--- src/serial_control_port_pkg.sv ---
// Shared constants and types of the serial control port.
`default_nettype none
package serial_control_port_pkg;
	// ==========================================================
	// Register offsets.
	localparam logic [7:0] ADDR_CH0_SIC = 8'h20;
	localparam logic [7:0] ADDR_CH1_SIC = 8'h40;
	localparam logic [7:0] ADDR_DATA = 8'h48;
	localparam logic [7:0] ADDR_CTRL = 8'h49;
	localparam logic [7:0] ADDR_RX_FIFO = 8'h4a;
	localparam logic [7:0] ADDR_FIFO_STAT = 8'h4b;
	// ==========================================================
	// Field positions.
	localparam int SIC_PORT_EN = 0;
	localparam int SIC_SLAVE = 1;
	localparam int CTRL_SEL0 = 0;
	localparam int CTRL_SEL1 = 1;
	localparam int CTRL_XMIT = 2;
	localparam int CTRL_DONE = 3;
	localparam int CTRL_IE = 4;
	localparam int CTRL_CLOCK_INVERT = 5;
	localparam int CTRL_RATE_LO = 6;
	localparam int STAT_OVR = 7;
	// ==========================================================
	// Reset values and sizes.
	localparam logic [7:0] RESET_BYTE = 8'h00;
	localparam logic [7:0] BUSY_READ = 8'h00;
	localparam int WORD_BITS = 8;
	localparam int FIFO_WORDS = 8;
	// ==========================================================
	// Timing: half serial clock period in system clocks for each rate tap.
	localparam int TAP0_HALF = 1;
	localparam int TAP1_HALF = 2;
	localparam int TAP2_HALF = 4;
	localparam int TAP3_HALF = 8;
	localparam int DIV_BITS = 3;
	// ==========================================================
	typedef struct packed {
		logic wr;
		logic rd;
		logic [7:0] addr;
		logic [7:0] wdata;
	} host_req_s;
	typedef enum logic [1:0] {
		M_IDLE = 2'b00,
		M_WAIT = 2'b01,
		M_RUN = 2'b11
	} master_state_e;
endpackage
`default_nettype wire

--- src/scp_word_fifo.sv ---
// Small flip-flop FIFO with valid/ready on both sides.
`default_nettype none
module rx_word_fifo #(
	parameter int WIDTH = 8,
	parameter int DEPTH = 8
) (
	input wire logic clk,
	input wire logic rst_n,
	input wire logic in_valid,
	output logic in_ready,
	input wire logic [WIDTH-1:0] in_data,
	output logic out_valid,
	input wire logic out_ready,
	output logic [WIDTH-1:0] out_data,
	output logic [$clog2(DEPTH):0] level
);
	localparam int AW = $clog2(DEPTH);
	if (DEPTH < 2 || (1 << AW) != DEPTH)
		$error("FIFO depth must be a power of two of at least two.");
	logic [WIDTH-1:0] mem_reg [DEPTH];
	logic [AW-1:0] wptr_reg;
	logic [AW-1:0] rptr_reg;
	logic [AW:0] count_reg;
	logic push;
	logic pop;
	assign in_ready = (count_reg != DEPTH[AW:0]);
	assign out_valid = (count_reg != '0);
	assign out_data = mem_reg[rptr_reg];
	assign level = count_reg;
	assign push = in_valid && in_ready;
	assign pop = out_valid && out_ready;
	always_ff @(posedge clk)
	begin
		if (push)
			mem_reg[wptr_reg] <= in_data;
	end
	always_ff @(posedge clk)
	begin
		if (!rst_n)
		begin
			wptr_reg <= '0;
			rptr_reg <= '0;
			count_reg <= '0;
		end
		else
		begin
			if (push)
				wptr_reg <= wptr_reg + 1'b1;
			if (pop)
				rptr_reg <= rptr_reg + 1'b1;
			if (push && !pop)
				count_reg <= count_reg + 1'b1;
			else if (pop && !push)
				count_reg <= count_reg - 1'b1;
		end
	end
endmodule
`default_nettype wire

--- src/scp_baud_divider.sv ---
// Four-tap baud divider giving a half-period tick of the serial clock.
`default_nettype none
module baud_tap_divider (
	input wire logic mclk,
	input wire logic rst_n,
	input wire logic [1:0] rate,
	output logic tick
);
	localparam int W = serial_control_port_pkg::DIV_BITS;
	logic [W-1:0] cnt_reg;
	logic [W-1:0] mask;
	always_comb
	begin
		case (rate)
			2'd0: mask = W'(serial_control_port_pkg::TAP0_HALF - 1);
			2'd1: mask = W'(serial_control_port_pkg::TAP1_HALF - 1);
			2'd2: mask = W'(serial_control_port_pkg::TAP2_HALF - 1);
			default: mask = W'(serial_control_port_pkg::TAP3_HALF - 1);
		endcase
	end
	assign tick = ((cnt_reg & mask) == mask);
	always_ff @(posedge mclk)
	begin
		if (!rst_n)
			cnt_reg <= '0;
		else
			cnt_reg <= cnt_reg + 1'b1;
	end
endmodule
`default_nettype wire

--- src/serial_control_port.sv ---
// Serial control port: host registers, master and slave shifting, pin muxing.
`default_nettype none
// What this block does
// Full-duplex 8-bit bursts through one shift register.
// Data writes ignored and reads give 00 while a transfer runs.
// Rate field picks one of four divider taps for the master clock.
// Channel 0 port enable hands its control pins to the port.
// Channel 1 port enable turns its carrier pin into select output 1.
// Master clock idles between bursts, eight pulses per burst.
// Normal polarity: MSB first, drive on rising, sample on falling.
// Inverted clock: drive on falling, sample on rising.
// Host loads data, sets select, sets transmit; received bits replace sent.
// After eighth shift clear transmit and set complete; host clears select.
// Complete flag drives interrupt only when its enable is set.
// Master select pins follow their bits within one clock of the write.
// Shifting starts within one and a half serial clocks of transmit set; the master waits while the receive FIFO is full.
// Host avoids writing within one and a half serial clocks of completion.
// Slave mode: select 0 and clock become inputs, select 1 stays output.
// Slave clock up to half system clock, used only while selected.
// Slave drives MSB on first active edge after select falls.
// Slave raises completion on the rising edge of select.
// Short slave burst leaves old bits moved up, new bits low.
// Long slave burst keeps shifting received data out until deselect.
// External master lowers select only while clock is inactive.
// Slave clock and select are synchronised before edge detection.
module serial_control_port #(
	parameter int FIFO_DEPTH = serial_control_port_pkg::FIFO_WORDS
) (
	input wire logic mclk,
	input wire logic rst_n,
	input wire serial_control_port_pkg::host_req_s host_req,
	output logic [7:0] host_rdata,
	output logic irq,
	input wire logic port_serial_in,
	output logic port_serial_out,
	output logic port_serial_out_oe_n,
	input wire logic port_shift_clock_in,
	output logic port_shift_clock_out,
	output logic port_shift_clock_oe_n,
	input wire logic select_out_0_in,
	output logic select_out_0_out,
	output logic select_out_0_oe_n,
	output logic select_out_1,
	output logic select_out_1_oe_n
);
	localparam int WB = serial_control_port_pkg::WORD_BITS;
	localparam int LW = $clog2(FIFO_DEPTH) + 1;
	if (FIFO_DEPTH < 2 || FIFO_DEPTH > 64)
		$error("FIFO_DEPTH must lie between 2 and 64.");
	// ==========================================================
	// Control registers.
	logic en0_reg;
	logic slave_reg;
	logic en1_reg;
	logic sel0_n_reg;
	logic sel1_n_reg;
	logic xmit_reg;
	logic done_reg;
	logic ie_reg;
	logic clock_invert_reg;
	logic [1:0] rate_reg;
	logic ovr_reg;
	logic [WB-1:0] shift_reg;
	logic [7:0] rdata_reg;
	logic irq_reg;
	serial_control_port_pkg::master_state_e m_state;
	logic [2:0] bit_cnt_reg;
	logic sck_reg;
	logic tx_reg;
	logic push_reg;
	logic ss_s1_reg;
	logic ss_s2_reg;
	logic ss_s3_reg;
	logic ck_s1_reg;
	logic ck_s2_reg;
	logic ck_s3_reg;
	logic sck_oe_n_reg;
	logic sel0_oe_n_reg;
	logic sel0_out_reg;
	logic sel1_out_reg;
	logic sel1_oe_n_reg;
	logic tx_oe_n_reg;
	// ==========================================================
	// Decoding and shared terms.
	logic wr_data;
	logic wr_ctrl;
	logic rd_fifo;
	logic baud_tick;
	logic master_mode;
	logic slave_mode;
	logic slave_sel;
	logic busy;
	logic m_done;
	logic m_sample;
	logic m_drive;
	logic ck_rise;
	logic ck_fall;
	logic s_drive;
	logic s_sample;
	logic s_done;
	logic fifo_in_ready;
	logic fifo_out_valid;
	logic [WB-1:0] fifo_out_data;
	logic [LW-1:0] fifo_level;
	assign wr_data = host_req.wr && host_req.addr == serial_control_port_pkg::ADDR_DATA;
	assign wr_ctrl = host_req.wr && host_req.addr == serial_control_port_pkg::ADDR_CTRL;
	assign rd_fifo = host_req.rd && host_req.addr == serial_control_port_pkg::ADDR_RX_FIFO;
	assign master_mode = en0_reg && !slave_reg;
	assign slave_mode = en0_reg && slave_reg;
	assign slave_sel = slave_mode && !ss_s2_reg;
	assign busy = (m_state != serial_control_port_pkg::M_IDLE) || slave_sel;
	assign m_sample = m_state == serial_control_port_pkg::M_RUN && baud_tick
		&& (sck_reg != clock_invert_reg);
	assign m_drive = baud_tick && (m_state == serial_control_port_pkg::M_WAIT
		|| (m_state == serial_control_port_pkg::M_RUN && sck_reg == clock_invert_reg));
	assign m_done = m_sample && bit_cnt_reg == 3'd7;
	assign ck_rise = ck_s2_reg && !ck_s3_reg;
	assign ck_fall = !ck_s2_reg && ck_s3_reg;
	assign s_drive = slave_sel && (clock_invert_reg ? ck_fall : ck_rise);
	assign s_sample = slave_sel && (clock_invert_reg ? ck_rise : ck_fall);
	assign s_done = slave_mode && ss_s2_reg && !ss_s3_reg;
	baud_tap_divider u_div (
		.mclk(mclk),
		.rst_n(rst_n),
		.rate(rate_reg),
		.tick(baud_tick)
	);
	rx_word_fifo #(
		.WIDTH(WB),
		.DEPTH(FIFO_DEPTH)
	) u_fifo (
		.clk(mclk),
		.rst_n(rst_n),
		.in_valid(push_reg),
		.in_ready(fifo_in_ready),
		.in_data(shift_reg),
		.out_valid(fifo_out_valid),
		.out_ready(rd_fifo),
		.out_data(fifo_out_data),
		.level(fifo_level)
	);
	// ==========================================================
	// Channel configuration registers.
	always_ff @(posedge mclk)
	begin
		if (!rst_n)
		begin
			en0_reg <= 1'b0;
			slave_reg <= 1'b0;
			en1_reg <= 1'b0;
		end
		else if (host_req.wr && host_req.addr == serial_control_port_pkg::ADDR_CH0_SIC)
		begin
			en0_reg <= host_req.wdata[serial_control_port_pkg::SIC_PORT_EN];
			slave_reg <= host_req.wdata[serial_control_port_pkg::SIC_SLAVE];
		end
		else if (host_req.wr && host_req.addr == serial_control_port_pkg::ADDR_CH1_SIC)
			en1_reg <= host_req.wdata[serial_control_port_pkg::SIC_PORT_EN];
	end
	// ==========================================================
	// Status and control register.
	always_ff @(posedge mclk)
	begin
		if (!rst_n)
		begin
			sel0_n_reg <= 1'b1;
			sel1_n_reg <= 1'b1;
			xmit_reg <= 1'b0;
			done_reg <= 1'b0;
			ie_reg <= 1'b0;
			clock_invert_reg <= 1'b0;
			rate_reg <= 2'd0;
		end
		else
		begin
			if (wr_ctrl)
			begin
				sel0_n_reg <= !host_req.wdata[serial_control_port_pkg::CTRL_SEL0];
				sel1_n_reg <= !host_req.wdata[serial_control_port_pkg::CTRL_SEL1];
				ie_reg <= host_req.wdata[serial_control_port_pkg::CTRL_IE];
				clock_invert_reg <= host_req.wdata[serial_control_port_pkg::CTRL_CLOCK_INVERT];
				rate_reg <= host_req.wdata[serial_control_port_pkg::CTRL_RATE_LO +: 2];
			end
			if (m_done)
				xmit_reg <= 1'b0;
			else if (wr_ctrl)
				xmit_reg <= host_req.wdata[serial_control_port_pkg::CTRL_XMIT];
			if (m_done || s_done)
				done_reg <= 1'b1;
			else if (wr_ctrl && host_req.wdata[serial_control_port_pkg::CTRL_DONE])
				done_reg <= 1'b0;
		end
	end
	// ==========================================================
	// Master sequencer: waits for a baud tick, then eight clock pulses.
	always_ff @(posedge mclk)
	begin
		if (!rst_n)
		begin
			m_state <= serial_control_port_pkg::M_IDLE;
			bit_cnt_reg <= 3'd0;
			sck_reg <= 1'b0;
		end
		else
		begin
			case (m_state)
				serial_control_port_pkg::M_IDLE:
				begin
					sck_reg <= clock_invert_reg;
					bit_cnt_reg <= 3'd0;
					if (master_mode && xmit_reg && fifo_in_ready)
						m_state <= serial_control_port_pkg::M_WAIT;
				end
				serial_control_port_pkg::M_WAIT:
				begin
					if (baud_tick)
					begin
						sck_reg <= !clock_invert_reg;
						m_state <= serial_control_port_pkg::M_RUN;
					end
				end
				serial_control_port_pkg::M_RUN:
				begin
					if (baud_tick)
					begin
						sck_reg <= !sck_reg;
						if (sck_reg != clock_invert_reg)
						begin
							bit_cnt_reg <= bit_cnt_reg + 3'd1;
							if (bit_cnt_reg == 3'd7)
								m_state <= serial_control_port_pkg::M_IDLE;
						end
					end
				end
				default:
					m_state <= serial_control_port_pkg::M_IDLE;
			endcase
		end
	end
	// ==========================================================
	// Shift register shared by host, master and slave.
	always_ff @(posedge mclk)
	begin
		if (!rst_n)
			shift_reg <= serial_control_port_pkg::RESET_BYTE;
		else if (wr_data && !busy)
			shift_reg <= host_req.wdata;
		else if (m_sample || s_sample)
			shift_reg <= {shift_reg[WB-2:0], port_serial_in};
	end
	always_ff @(posedge mclk)
	begin
		if (!rst_n)
			tx_reg <= 1'b0;
		else if (m_drive || s_drive)
			tx_reg <= shift_reg[WB-1];
	end
	// ==========================================================
	// Completed words go to the receive FIFO; a slave word that finds it full is dropped and sets overflow.
	always_ff @(posedge mclk)
	begin
		if (!rst_n)
		begin
			push_reg <= 1'b0;
			ovr_reg <= 1'b0;
		end
		else
		begin
			push_reg <= m_done || (s_done && fifo_in_ready);
			if (s_done && !fifo_in_ready)
				ovr_reg <= 1'b1;
			else if (host_req.wr && host_req.addr == serial_control_port_pkg::ADDR_FIFO_STAT
				&& host_req.wdata[serial_control_port_pkg::STAT_OVR])
				ovr_reg <= 1'b0;
		end
	end
	// ==========================================================
	// Slave input synchronisers; edges are found between the second and third stages.
	always_ff @(posedge mclk)
	begin
		if (!rst_n)
		begin
			ss_s1_reg <= 1'b1;
			ss_s2_reg <= 1'b1;
			ss_s3_reg <= 1'b1;
			ck_s1_reg <= 1'b0;
			ck_s2_reg <= 1'b0;
			ck_s3_reg <= 1'b0;
		end
		else
		begin
			ss_s1_reg <= select_out_0_in;
			ss_s2_reg <= ss_s1_reg;
			ss_s3_reg <= ss_s2_reg;
			ck_s1_reg <= port_shift_clock_in;
			ck_s2_reg <= ck_s1_reg;
			ck_s3_reg <= ck_s2_reg;
		end
	end
	// ==========================================================
	// Pin muxing; enables are low while the pin is driven.
	always_ff @(posedge mclk)
	begin
		if (!rst_n)
		begin
			sck_oe_n_reg <= 1'b1;
			sel0_oe_n_reg <= 1'b1;
			sel0_out_reg <= 1'b1;
			sel1_out_reg <= 1'b1;
			sel1_oe_n_reg <= 1'b1;
			tx_oe_n_reg <= 1'b1;
			irq_reg <= 1'b0;
		end
		else
		begin
			sck_oe_n_reg <= !master_mode;
			sel0_oe_n_reg <= !master_mode;
			tx_oe_n_reg <= !en0_reg;
			sel0_out_reg <= wr_ctrl ? !host_req.wdata[serial_control_port_pkg::CTRL_SEL0]
				: sel0_n_reg;
			sel1_out_reg <= wr_ctrl ? !host_req.wdata[serial_control_port_pkg::CTRL_SEL1]
				: sel1_n_reg;
			sel1_oe_n_reg <= !en1_reg;
			irq_reg <= (done_reg || m_done || s_done) && ie_reg;
		end
	end
	// ==========================================================
	// Host read data.
	always_ff @(posedge mclk)
	begin
		if (!rst_n)
			rdata_reg <= 8'h00;
		else if (host_req.rd)
		begin
			case (host_req.addr)
				serial_control_port_pkg::ADDR_CH0_SIC:
					rdata_reg <= {6'h00, slave_reg, en0_reg};
				serial_control_port_pkg::ADDR_CH1_SIC:
					rdata_reg <= {7'h00, en1_reg};
				serial_control_port_pkg::ADDR_DATA:
					rdata_reg <= busy ? serial_control_port_pkg::BUSY_READ : shift_reg;
				serial_control_port_pkg::ADDR_CTRL:
					rdata_reg <= {rate_reg, clock_invert_reg, ie_reg, done_reg, xmit_reg,
						!sel1_n_reg, !sel0_n_reg};
				serial_control_port_pkg::ADDR_RX_FIFO:
					rdata_reg <= fifo_out_valid ? fifo_out_data : 8'h00;
				serial_control_port_pkg::ADDR_FIFO_STAT:
					rdata_reg <= {ovr_reg, 7'(fifo_level)};
				default:
					rdata_reg <= 8'h00;
			endcase
		end
	end
	assign host_rdata = rdata_reg;
	assign irq = irq_reg;
	assign port_serial_out = tx_reg;
	assign port_serial_out_oe_n = tx_oe_n_reg;
	assign port_shift_clock_out = sck_reg;
	assign port_shift_clock_oe_n = sck_oe_n_reg;
	assign select_out_0_out = sel0_out_reg;
	assign select_out_0_oe_n = sel0_oe_n_reg;
	assign select_out_1 = sel1_out_reg;
	assign select_out_1_oe_n = sel1_oe_n_reg;
endmodule
`default_nettype wire

--- config.mk ---
export PLATFORM = sky130hd
export DESIGN_NAME = serial_control_port
export DESIGN_NICKNAME = d
export VERILOG_FILES = /design/src/serial_control_port_pkg.sv /design/src/scp_word_fifo.sv /design/src/scp_baud_divider.sv /design/src/serial_control_port.sv
export SDC_FILE = /design/constraint.sdc
export NUM_CORES = 1
export LEC_CHECK = 0
export ABC_AREA = 1
export BUFFER_PORTS_ARGS = -buffer_cell sky130_fd_sc_hd__buf_2
export CAP_MARGIN = 10
export CORE_MARGIN = 2
export CORE_UTILIZATION = 62
export CTS_BUF_LIST = sky130_fd_sc_hd__clkbuf_8
export DETAILED_ROUTE_END_ITERATION = 10
export GPL_TIMING_DRIVEN = 0
export PLACE_DENSITY = 0.82
export SYNTH_ARGS = -nofsm -noshare
export SYNTH_HDL_FRONTEND = slang
export SYNTH_SLANG_ARGS = --single-unit
--- constraint.sdc ---
create_clock -name mclk -period 2.95 [get_ports mclk]
set_input_delay 0.1475 -clock mclk [delete_from_list [all_inputs] [get_ports mclk]]
set_output_delay 0.1475 -clock mclk [all_outputs]
set_load 0.02 [all_outputs]
==> flow_metrics.py, run 1 <==
metrics = {
    "synthesis": {
        "synth_xor_xnor_area_share_pct": 0.464,
        "netlist_top_cells_area": "edfxtp_1, dfxtp_1, nand2_1",
        "synth.distinct_cells": 38,
        "synth_fa_ha_area_share_pct": 2.12,
        "yosysWarnings": 0,
        "yosys_register_bits": 126,
        "synthCells": 659,
        "synth_mux_area_share_pct": 0,
        "yosys.area_share.simple_pct": 25.2,
        "avgSynthCellArea_um2": 8.59,
        "synth_top_family_by_area": "simple AND/OR/NAND/NOR gates",
        "syn_area_mm2": 0.00566,
        "synth_nets": 691,
        "yosysTopAreaCell": "edfxtp_1",
        "yosys.area.top_type_share_pct": 33.9,
        "synth_compound_area_share_pct": 9.37,
        "yosysSeqAreaShare_pct": 55.9,
    },
    "detailed_routing": {
        "drt_iter0_markers": 401,
        "wl_um": 13900,
        "avgViaCountPerCell": 5.69,
        "final_antenna_net_count": 0,
        "vias": 4781,
        "avgRoutedWirePerCell_um": 16.5,
        "drc": 0,
        "drtPass1Iterations": 5,
    },
    "global_routing": {
        "grt_pass1_vias": 4728,
        "grt_pass1_wl_um": 22100,
        "grt_overflow": 0,
        "grt_max_degree": 17,
        "grt_usage_pct": 29.0,
        "antenna_found_initial": 0,
    },
    "sta": {
        "tns_ns": 0,
        "period_minus_slack_ns": 2.68,
        "worst_pin_slew_ns": 0.840,
        "timing.hold.ws_ns": 0.0431,
        "slew_headroom_pct": 43.8,
        "setup_viol": 0,
        "fin_crit_sh_pct": 90.7,
        "fmax_ghz": 0.374,
        "fin_worst_skew_ns": 0.00905,
        "hold_viol_final": 0,
        "timing.final.ws_setup_ns": 0.274,
        "slew_viol_final": 0,
        "rsz0062_at_grt": "false",
    },
    "clock_tree": {
        "clk_latency_ns": 0.44,
        "cts-root-buf": "clkbuf_8",
        "clkTransAtPathRegs_ns": 0.07,
        "cts_buffers": 17,
        "cts_htree_levels": 4,
        "cts_tree": "done",
        "cts.sinks": 126,
        "cts_setup_buffers": 0,
        "cts_buffer_depth": 2,
    },
    "floorplanning": {
        "die_h_um": 99.6,
        "core_area_mm2": 0.00881,
        "io_pins": 40,
        "start_util_pct": 64.3,
        "die_w_um": 99.6,
        "num_rows": 34,
        "die_area_mm2": 0.00991,
    },
    "layout": {
        "syn2layout_area_growth_pct": 14.5,
        "multi_input_area_mm2": 0.00211,
        "ff_latch_area_mm2": 0.00316,
        "drive_gt1_share_pct": 15.6,
        "final_util_pct": 73.6,
        "largest_register_ffs": 64,
        "nets": 751,
        "diodes": 0,
        "stdcell_area_mm2": 0.00648,
        "nFillCells": 623,
    },
    "pwr": {
        "power_density_mw_per_mm2": 559,
        "vdd_drop_max_uv": 421,
        "leakage_nw": 2.73,
    },
    "place": {
        "gp_congestion": 0.881,
        "numPortBuffers": 37,
        "placed_cell_area_mm2": 0.00598,
        "hpwl_um": 9350,
        "pre_cts_slack_ns": 0.313,
    },
    "critical_path": {
        "start_kind": "flop",
        "critical_path_required_ns": 3.28,
        "path_class": "flop to flop",
        "path_max_fanout": 9,
        "cp-end-kind": "flop",
        "worstPathArrival_ns": 3.00,
    },
    "min_path": {
        "hold_path_class": "primary input to flop",
    },
    "status": {
        "outcome": "finished clean",
    },
    "flow_run": {
        "drv_cap": 0,
    },
}
## layout make-up
cell class	count	area share, %
inverter	71	4.15
timing repair buffer	41	3.47
clock inverter	15	3.38
tap	108	2.08
multi-input combinational	439	32.6
clock buffer	17	3.61
sequential	126	48.8
buffer	23	1.97
## logic make-up after synthesis
kind of cell,after synthesis
AO/OA/AOI/OAI,104
XOR/XNOR,3
adder cells (fa/ha/maj),9
buffers and inverters,94
flip-flops,126
AND/OR/NAND/NOR,323
## placed cells by master (no fill, tap or decap), drive strengths merged
master / Yosys / layout
dlygate4sd3: 0 / 4
xor2: 2 / 2
nand2: 147 / 147
nand3: 47 / 47
inv: 71 / 73
clkinvlp: 0 / 4
o21ai: 63 / 63
clkbuf: 10 / 27
bufinv: 0 / 5
or2: 3 / 3
dfxtp: 62 / 62
a31oi: 1 / 1
clkinv: 0 / 4
a31o: 1 / 1
a211oi: 1 / 1
a21oi: 37 / 37
edfxtp: 64 / 64
fa: 1 / 1
xnor2: 1 / 1
nor3: 5 / 5
nor3b: 1 / 1
nor2: 118 / 118
ha: 8 / 8
nand3b: 2 / 2
buf: 13 / 50
o211ai: 1 / 1
## through the flow
stage          power (mW)  cells
5_1_grt              3.70    840
2_1_floorplan        1.91    659
3_5_place_dp         1.95    804
4_1_cts              3.61    840
6_report             3.62    840
3_3_place_gp         1.95    804
## worst max-delay path, stage by stage (launching register included)
cell and delay (ns):
dfxtp_1 0.46, inv_1 0.07, nand2_1 0.11, nor3_1 0.10
nor2_4 0.24, nand2_2 0.15, ha_1 0.26, inv_1 0.13
ha_1 0.25, nand2_1 0.10, nand2_1 0.06, a21oi_1 0.20
nor2_1 0.07, nor2_1 0.09, nand2_1 0.07, o21ai_0 0.15
a21oi_1 0.06
## layer usage
metal,vias up,global-route usage [%],routed length [µm]
met5,-,0,0
met4,0,10.3,336
met3,35,7.17,922
met2,207,49.5,6830
met1,2268,36.0,5790
li1,2271,-,-
## what timing repair did
action | 4_1_cts | 5_1_grt
setup endpoints to repair | 0 | 1
hold buffers | 4 | 0
resized for setup | 0 | 2
endpoints found under the hold margin | 4 | 0
## synthesized netlist by cell type
cell,instances
a211oi_1,1
a21oi_1,37
a31o_2,1
a31oi_1,1
buf_1,1
buf_12,1
buf_2,9
buf_4,1
buf_6,1
clkbuf_1,8
clkbuf_2,2
dfxtp_1,62
edfxtp_1,64
fa_1,1
ha_1,8
inv_1,68
inv_2,2
inv_4,1
nand2_1,141
nand2_2,4
nand2_4,2
nand3_1,45
nand3_2,1
nand3_4,1
nand3b_1,2
nor2_1,102
nor2_2,11
nor2_4,3
nor2_8,2
nor3_1,5
nor3b_2,1
o211ai_1,1
o21ai_0,54
o21ai_1,9
or2_1,1
or2_2,2
xnor2_1,1
xor2_1,2
## path summary, 6_finish.rpt
path                                      from  slack (ns)                            to  cells past startpoint
setup / recovery  u_fifo.level[0]$_SDFFE_PN0P_        0.27  u_fifo.level[3]$_SDFFE_PN0P_                     16
hold / removal                     host_req[2]        0.04         xmit_reg$_SDFFE_PP0P_                      3
setup reg to reg  u_fifo.level[0]$_SDFFE_PN0P_        0.27  u_fifo.level[3]$_SDFFE_PN0P_                     16
hold reg to reg           en1_reg$_SDFFE_PN0P_        0.41  select_out_1_oe_n$_SDFF_PN1_                      1
## where the power goes
| group | internal (mW) | total, mW | switching (mW) |
|---|---|---|---|
| Combinational | 0.0288 | 0.0840 | 0.0552 |
| Clock | 1.00 | 1.71 | 0.704 |
| Sequential | 1.83 | 1.83 | 0.00523 |
| Total | 2.86 | 3.62 | 0.764 |
No activity file was read; power rests on OpenSTA's default activity.
==> run 2, diff against run 1 <==
--- a/config.mk
+++ b/config.mk
@@ -8,12 +8,14 @@
 export ABC_AREA = 1
 export BUFFER_PORTS_ARGS = -buffer_cell sky130_fd_sc_hd__buf_2
 export CAP_MARGIN = 10
-export CORE_MARGIN = 2
-export CORE_UTILIZATION = 62
+export CELL_PAD_IN_SITES_DETAIL_PLACEMENT = 1
+export CELL_PAD_IN_SITES_GLOBAL_PLACEMENT = 2
+export CORE_MARGIN = 10
+export CORE_UTILIZATION = 38
 export CTS_BUF_LIST = sky130_fd_sc_hd__clkbuf_8
 export DETAILED_ROUTE_END_ITERATION = 10
 export GPL_TIMING_DRIVEN = 0
-export PLACE_DENSITY = 0.82
+export PLACE_DENSITY_LB_ADDON = 0.1
 export SYNTH_ARGS = -nofsm -noshare
 export SYNTH_HDL_FRONTEND = slang
 export SYNTH_SLANG_ARGS = --single-unit
==> flow_metrics.py, run 2 (synthesis results as in run 1) <==
metrics = {
    "clock_tree": {
        "cts.sinks": 126,
        "clkTransAtPathRegs_ns": 0.08,
        "cts_buffer_depth": 2,
        "cts_htree_levels": 4,
        "clk_latency_ns": 0.44,
        "cts-root-buf": "clkbuf_8",
        "cts_buffers": 17,
        "cts_tree": "done",
    },
    "min_path": {
        "whs_path_depth": 3,
        "hp-start": "host_req[6]",
        "holdPathEnd": "rate_reg[0]$_SDFFE_PN0P_",
        "hold_path_class": "primary input to flop",
    },
    "detailed_routing": {
        "avgRoutedWirePerCell_um": 17.0,
        "drc": 0,
        "final_antenna_net_count": 0,
        "wl_um": 15600,
        "drtPass1Iterations": 4,
        "drt_iter0_markers": 151,
        "avgViaCountPerCell": 4.87,
        "vias": 4473,
    },
    "layout": {
        "largest_register_ffs": 64,
        "diodes": 0,
        "syn2layout_area_growth_pct": 14.8,
        "multi_input_area_mm2": 0.00211,
        "nFillCells": 1755,
        "nets": 753,
        "final_cell_mix": "nand2_1, nor2_1, inv_1",
        "final_common_cell": "nand2_1",
        "drive_gt1_share_pct": 15.8,
        "ff_latch_area_mm2": 0.00316,
    },
    "floorplanning": {
        "start_util_pct": 38.8,
        "die_w_um": 142,
        "io_pins": 40,
        "core_area_mm2": 0.0146,
        "num_rows": 44,
        "die_area_mm2": 0.0202,
        "die_h_um": 142,
    },
    "sta": {
        "period_minus_slack_ns": 2.65,
        "timing.final.ws_setup_ns": 0.303,
        "worst_pin_slew_ns": 0.894,
        "fin_worst_skew_ns": 0.00819,
        "tns_ns": 0,
        "slew_viol_final": 0,
        "rsz0062_at_grt": "false",
        "setup_viol": 0,
        "hold_viol_final": 0,
        "fmax_ghz": 0.378,
        "fin_crit_sh_pct": 89.7,
        "slew_headroom_pct": 40.2,
    },
    "critical_path": {
        "rr_endpoint": "u_fifo.level[3]$_SDFFE_PN0P_",
        "critical_path_required_ns": 3.28,
        "r2r-start": "u_fifo.level[0]$_SDFFE_PN0P_",
        "worstPathArrival_ns": 2.98,
        "start_kind": "flop",
        "cp-end-kind": "flop",
        "ff2ff_path_depth": 16,
        "path_class": "flop to flop",
        "r2r_setup_slack_ns": 0.30,
        "path_max_fanout": 6,
    },
    "global_routing": {
        "grt_pass1_vias": 4826,
        "grt_pass1_wl_um": 25400,
        "grt_usage_pct": 16.1,
        "grt_overflow": 0,
        "antenna_found_initial": 0,
        "grt_max_degree": 17,
    },
    "pwr": {
        "clockPowerShare_pct": 42.2,
        "leakage_nw": 2.70,
        "vdd_drop_max_uv": 233,
        "p_int_mw": 2.54,
        "power_density_mw_per_mm2": 511,
        "comb_power_share_pct": 2.6,
        "switching_share_pct": 23.5,
        "power_switching_mw": 0.781,
        "seqPwrFrac_pct": 55.2,
    },
    "place": {
        "numPortBuffers": 37,
        "hpwl_um": 12000,
        "pre_cts_slack_ns": 0.149,
        "gp_congestion": 0.820,
    },
    "flow_run": {
        "drv_cap": 0,
    },
    "status": {
        "outcome": "finished clean",
    },
}
[run 2: cell type report]
type                    count  share of cell area, %
flip-flops and latches    126                   48.6
multi-input cells         439                   32.4
well taps                 184                   3.54
clock inverters            14                   1.81
repair buffers             43                   3.69
plain buffers              23                   1.96
inverters                  71                   4.14
clock buffers              18                   3.81
[run 2: power groups by stage]
stage / registers, mW / clock network [mW] / logic (mW)
5_1_grt: 1.83 / 1.51 / 0.0970
6_report: 1.83 / 1.40 / 0.0860
2_1_floorplan: 1.87 / 0 / 0.0424
3_3_place_gp: 1.87 / 0 / 0.0792
4_1_cts: 1.83 / 1.44 / 0.0873
3_5_place_dp: 1.87 / 0 / 0.0828
[run 2: worst max-delay path by stage]
stage | depth (start not counted) | endpoint | from
CTS | 16 | u_fifo.level[3]$_SDFFE_PN0P_ | u_fifo.level[0]$_SDFFE_PN0P_
global placement | 18 | u_fifo.level[3]$_SDFFE_PN0P_ | host_req[13]
floorplan | 16 | u_fifo.level[3]$_SDFFE_PN0P_ | u_fifo.level[1]$_SDFFE_PN0P_
global route | 16 | u_fifo.level[3]$_SDFFE_PN0P_ | u_fifo.level[0]$_SDFFE_PN0P_
detailed placement | 18 | u_fifo.level[3]$_SDFFE_PN0P_ | host_req[13]
finish | 16 | u_fifo.level[3]$_SDFFE_PN0P_ | u_fifo.level[0]$_SDFFE_PN0P_
[run 2: metal layers]
layer | global-route usage [%] | part of all wire, %
met1 | 19.1 | 45
met2 | 28.2 | 51
met3 | 3.00 | 2.1
met4 | 5.76 | 1.6
met5 | 0 | 0
[run 2: critical path, stage by stage (launching register included)]
cell and delay, ns:
dfxtp_1 0.38, inv_1 0.07, nand2_1 0.08, nor3_1 0.34, nor2_4 0.13, nand2_2 0.18, ha_1 0.25, inv_1 0.11
ha_1 0.28, nand2_1 0.07, nand2_1 0.05, a21oi_1 0.17, nor2_1 0.06, nor2_1 0.08, nand2_1 0.07, o21ai_0 0.15
a21oi_1 0.06
[run 2: through the flow]
| step | area (µm²) | total power, mW | utilization, % | hold WS [ns] | instances |
|---|---|---|---|---|---|
| after CTS | 6480 | 3.36 | 44.4 | 0.0120 | 916 |
| after global routing | 6500 | 3.44 | 44.6 | 0.0437 | 918 |
| after detailed placement | 6080 | 1.96 | 41.7 | 0.337 | 880 |
| final | 6500 | 3.32 | 44.6 | 0.0410 | 918 |
| after floorplan | 5660 | 1.91 | - | 0.245 | 659 |
| after global placement | 6080 | 1.95 | 41.7 | 0.334 | 880 |
[run 2: timing repair]
| action | in CTS | in global routing |
|---|---|---|
| endpoints found under the hold margin | 4 | 0 |
| resized for setup | 0 | 1 |
| hold buffers | 4 | 0 |
| setup endpoints to repair | 0 | 1 |
| buffers inserted | 0 | 2 |
==> run 3, diff against run 2 <==
==> constraint.sdc (replaced) <==
create_clock -name mclk -period 2.78 [get_ports mclk]
set_input_delay 0.139 -clock mclk [delete_from_list [all_inputs] [get_ports mclk]]
set_output_delay 0.139 -clock mclk [all_outputs]
set_load 0.02 [all_outputs]
==> flow_metrics.py, run 3 (synthesis results as in run 1) <==
metrics = {
    "detailed_routing": {
        "avgViaCountPerCell": 4.87,
        "top_layer_used": "met4",
        "drc": 0,
        "drt-met1-wl_um": 7070,
        "avgRoutedWirePerCell_um": 17.0,
        "drtPass1Iterations": 4,
        "routed-wl-met2_um": 7940,
        "final_antenna_net_count": 0,
        "vias": 4474,
        "wl_um": 15600,
        "dr_wl_met3_um": 325,
        "drt_iter0_markers": 160,
    },
    "layout": {
        "nFillCells": 1754,
        "fin_cells": 918,
        "stdcell_area_mm2": 0.00652,
        "final_cell_mix": "nand2_1, nor2_1, inv_1",
        "final_util_pct": 44.7,
        "largest_register_ffs": 64,
        "nets": 753,
        "final_common_cell": "nand2_1",
        "drive_gt1_share_pct": 16.5,
        "syn2layout_area_growth_pct": 15.2,
        "diodes": 0,
    },
    "critical_path": {
        "start_kind": "flop",
        "cp-end-kind": "flop",
        "worstPathArrival_ns": 2.82,
        "critical_path_required_ns": 3.11,
        "path_max_fanout": 6,
        "path_class": "flop to flop",
    },
    "sta": {
        "tns_ns": 0,
        "timing.final.ws_setup_ns": 0.295,
        "slew_headroom_pct": 40.0,
        "hold_viol_final": 0,
        "rsz0062_at_grt": "false",
        "setup_viol": 0,
        "period_minus_slack_ns": 2.48,
        "timing.hold.ws_ns": 0.0316,
        "fin_worst_skew_ns": 0.00719,
        "fmax_ghz": 0.402,
        "worst_pin_slew_ns": 0.896,
        "slew_viol_final": 0,
        "fin_crit_sh_pct": 89.4,
    },
    "global_routing": {
        "grt_max_degree": 17,
        "grt_usage_pct": 16.1,
        "antenna_found_initial": 0,
        "grt_pass1_vias": 4826,
        "grt_overflow": 0,
        "grt_pass1_wl_um": 25400,
    },
    "place": {
        "pre_cts_slack_ns": -0.0129,
        "gp_congestion": 0.820,
        "placed_cell_area_mm2": 0.00608,
        "hpwl_um": 12000,
        "dp_cells": 880,
        "numPortBuffers": 37,
    },
    "floorplanning": {
        "core_area_mm2": 0.0146,
        "die_h_um": 142,
        "io_pins": 40,
        "die_w_um": 142,
        "num_rows": 44,
        "die_area_mm2": 0.0202,
        "start_util_pct": 38.8,
    },
    "clock_tree": {
        "cts_tree": "done",
        "cts.sinks": 126,
        "cts_buffers": 17,
        "cts_buffer_depth": 2,
        "clkTransAtPathRegs_ns": 0.08,
        "cts_htree_levels": 4,
        "clk_latency_ns": 0.44,
        "cts-root-buf": "clkbuf_8",
    },
    "pwr": {
        "vdd_drop_max_uv": 248,
        "power_density_mw_per_mm2": 541,
        "power_mw": 3.53,
        "leakage_nw": 2.72,
    },
    "min_path": {
        "hold_path_class": "primary input to flop",
    },
    "flow_run": {
        "drv_cap": 0,
    },
    "status": {
        "outcome": "finished clean",
    },
}
run 3: cell counts in the layout (fill, tap and decap cells not counted):
No cell type changed its count.
run 3: path summary, 6_finish.rpt:
kind,start,cells after the start,end,slack (ns)
setup / recovery,u_fifo.level[0]$_SDFFE_PN0P_,16,u_fifo.level[3]$_SDFFE_PN0P_,0.30
hold / removal,host_req[6],3,rate_reg[0]$_SDFFE_PN0P_,0.03
setup reg to reg,u_fifo.level[0]$_SDFFE_PN0P_,16,u_fifo.level[3]$_SDFFE_PN0P_,0.30
hold reg to reg,ss_s1_reg$_SDFF_PN1_,1,ss_s2_reg$_SDFF_PN1_,0.42
run 3: power by group:
part | leakage, nW | switching (mW) | total (mW) | internal, mW
sequential | 1.11 | 0.00491 | 1.94 | 1.94
clock | 0.179 | 0.766 | 1.49 | 0.726
combinational | 1.42 | 0.0605 | 0.0912 | 0.0307
run 3: area by class of cell:
class                      count  area, µm²  area share (%)
multi-input combinational    439       2130            32.6
buffer                        23        128            1.96
clock buffer                  18        248            3.80
clock inverter                14        118            1.80
sequential                   126       3170            48.5
tap                          184        230            3.53
timing repair buffer          43        240            3.68
inverter                      71        269            4.12
run 3: per-layer routing:
metal / up-vias / track usage (%)
li1: 2268 / -
met1: 2137 / 19.1
met2: 50 / 28.2
met3: 19 / 3.00
met4: 0 / 5.76
met5: - / 0
run 3: critical path, stage by stage (launching register included):
cell     delay (ns)
dfxtp_2        0.39
inv_1          0.05
nand2_1        0.12
nor3_2         0.07
nor2_4         0.25
nand2_4        0.14
ha_1           0.28
inv_1          0.13
ha_1           0.24
nand2_1        0.07
nand2_1        0.04
a21oi_1        0.17
nor2_1         0.06
nor2_1         0.08
nand2_1        0.07
o21ai_0        0.15
a21oi_1        0.06
run 3: repair_timing:
action                                  in CTS  in global routing
hold endpoints to repair                     4                  0
endpoints found under the setup margin       0                  1
setup buffers                                0                  2
hold buffers                                 4                  0
gates resized for setup                      0                  8
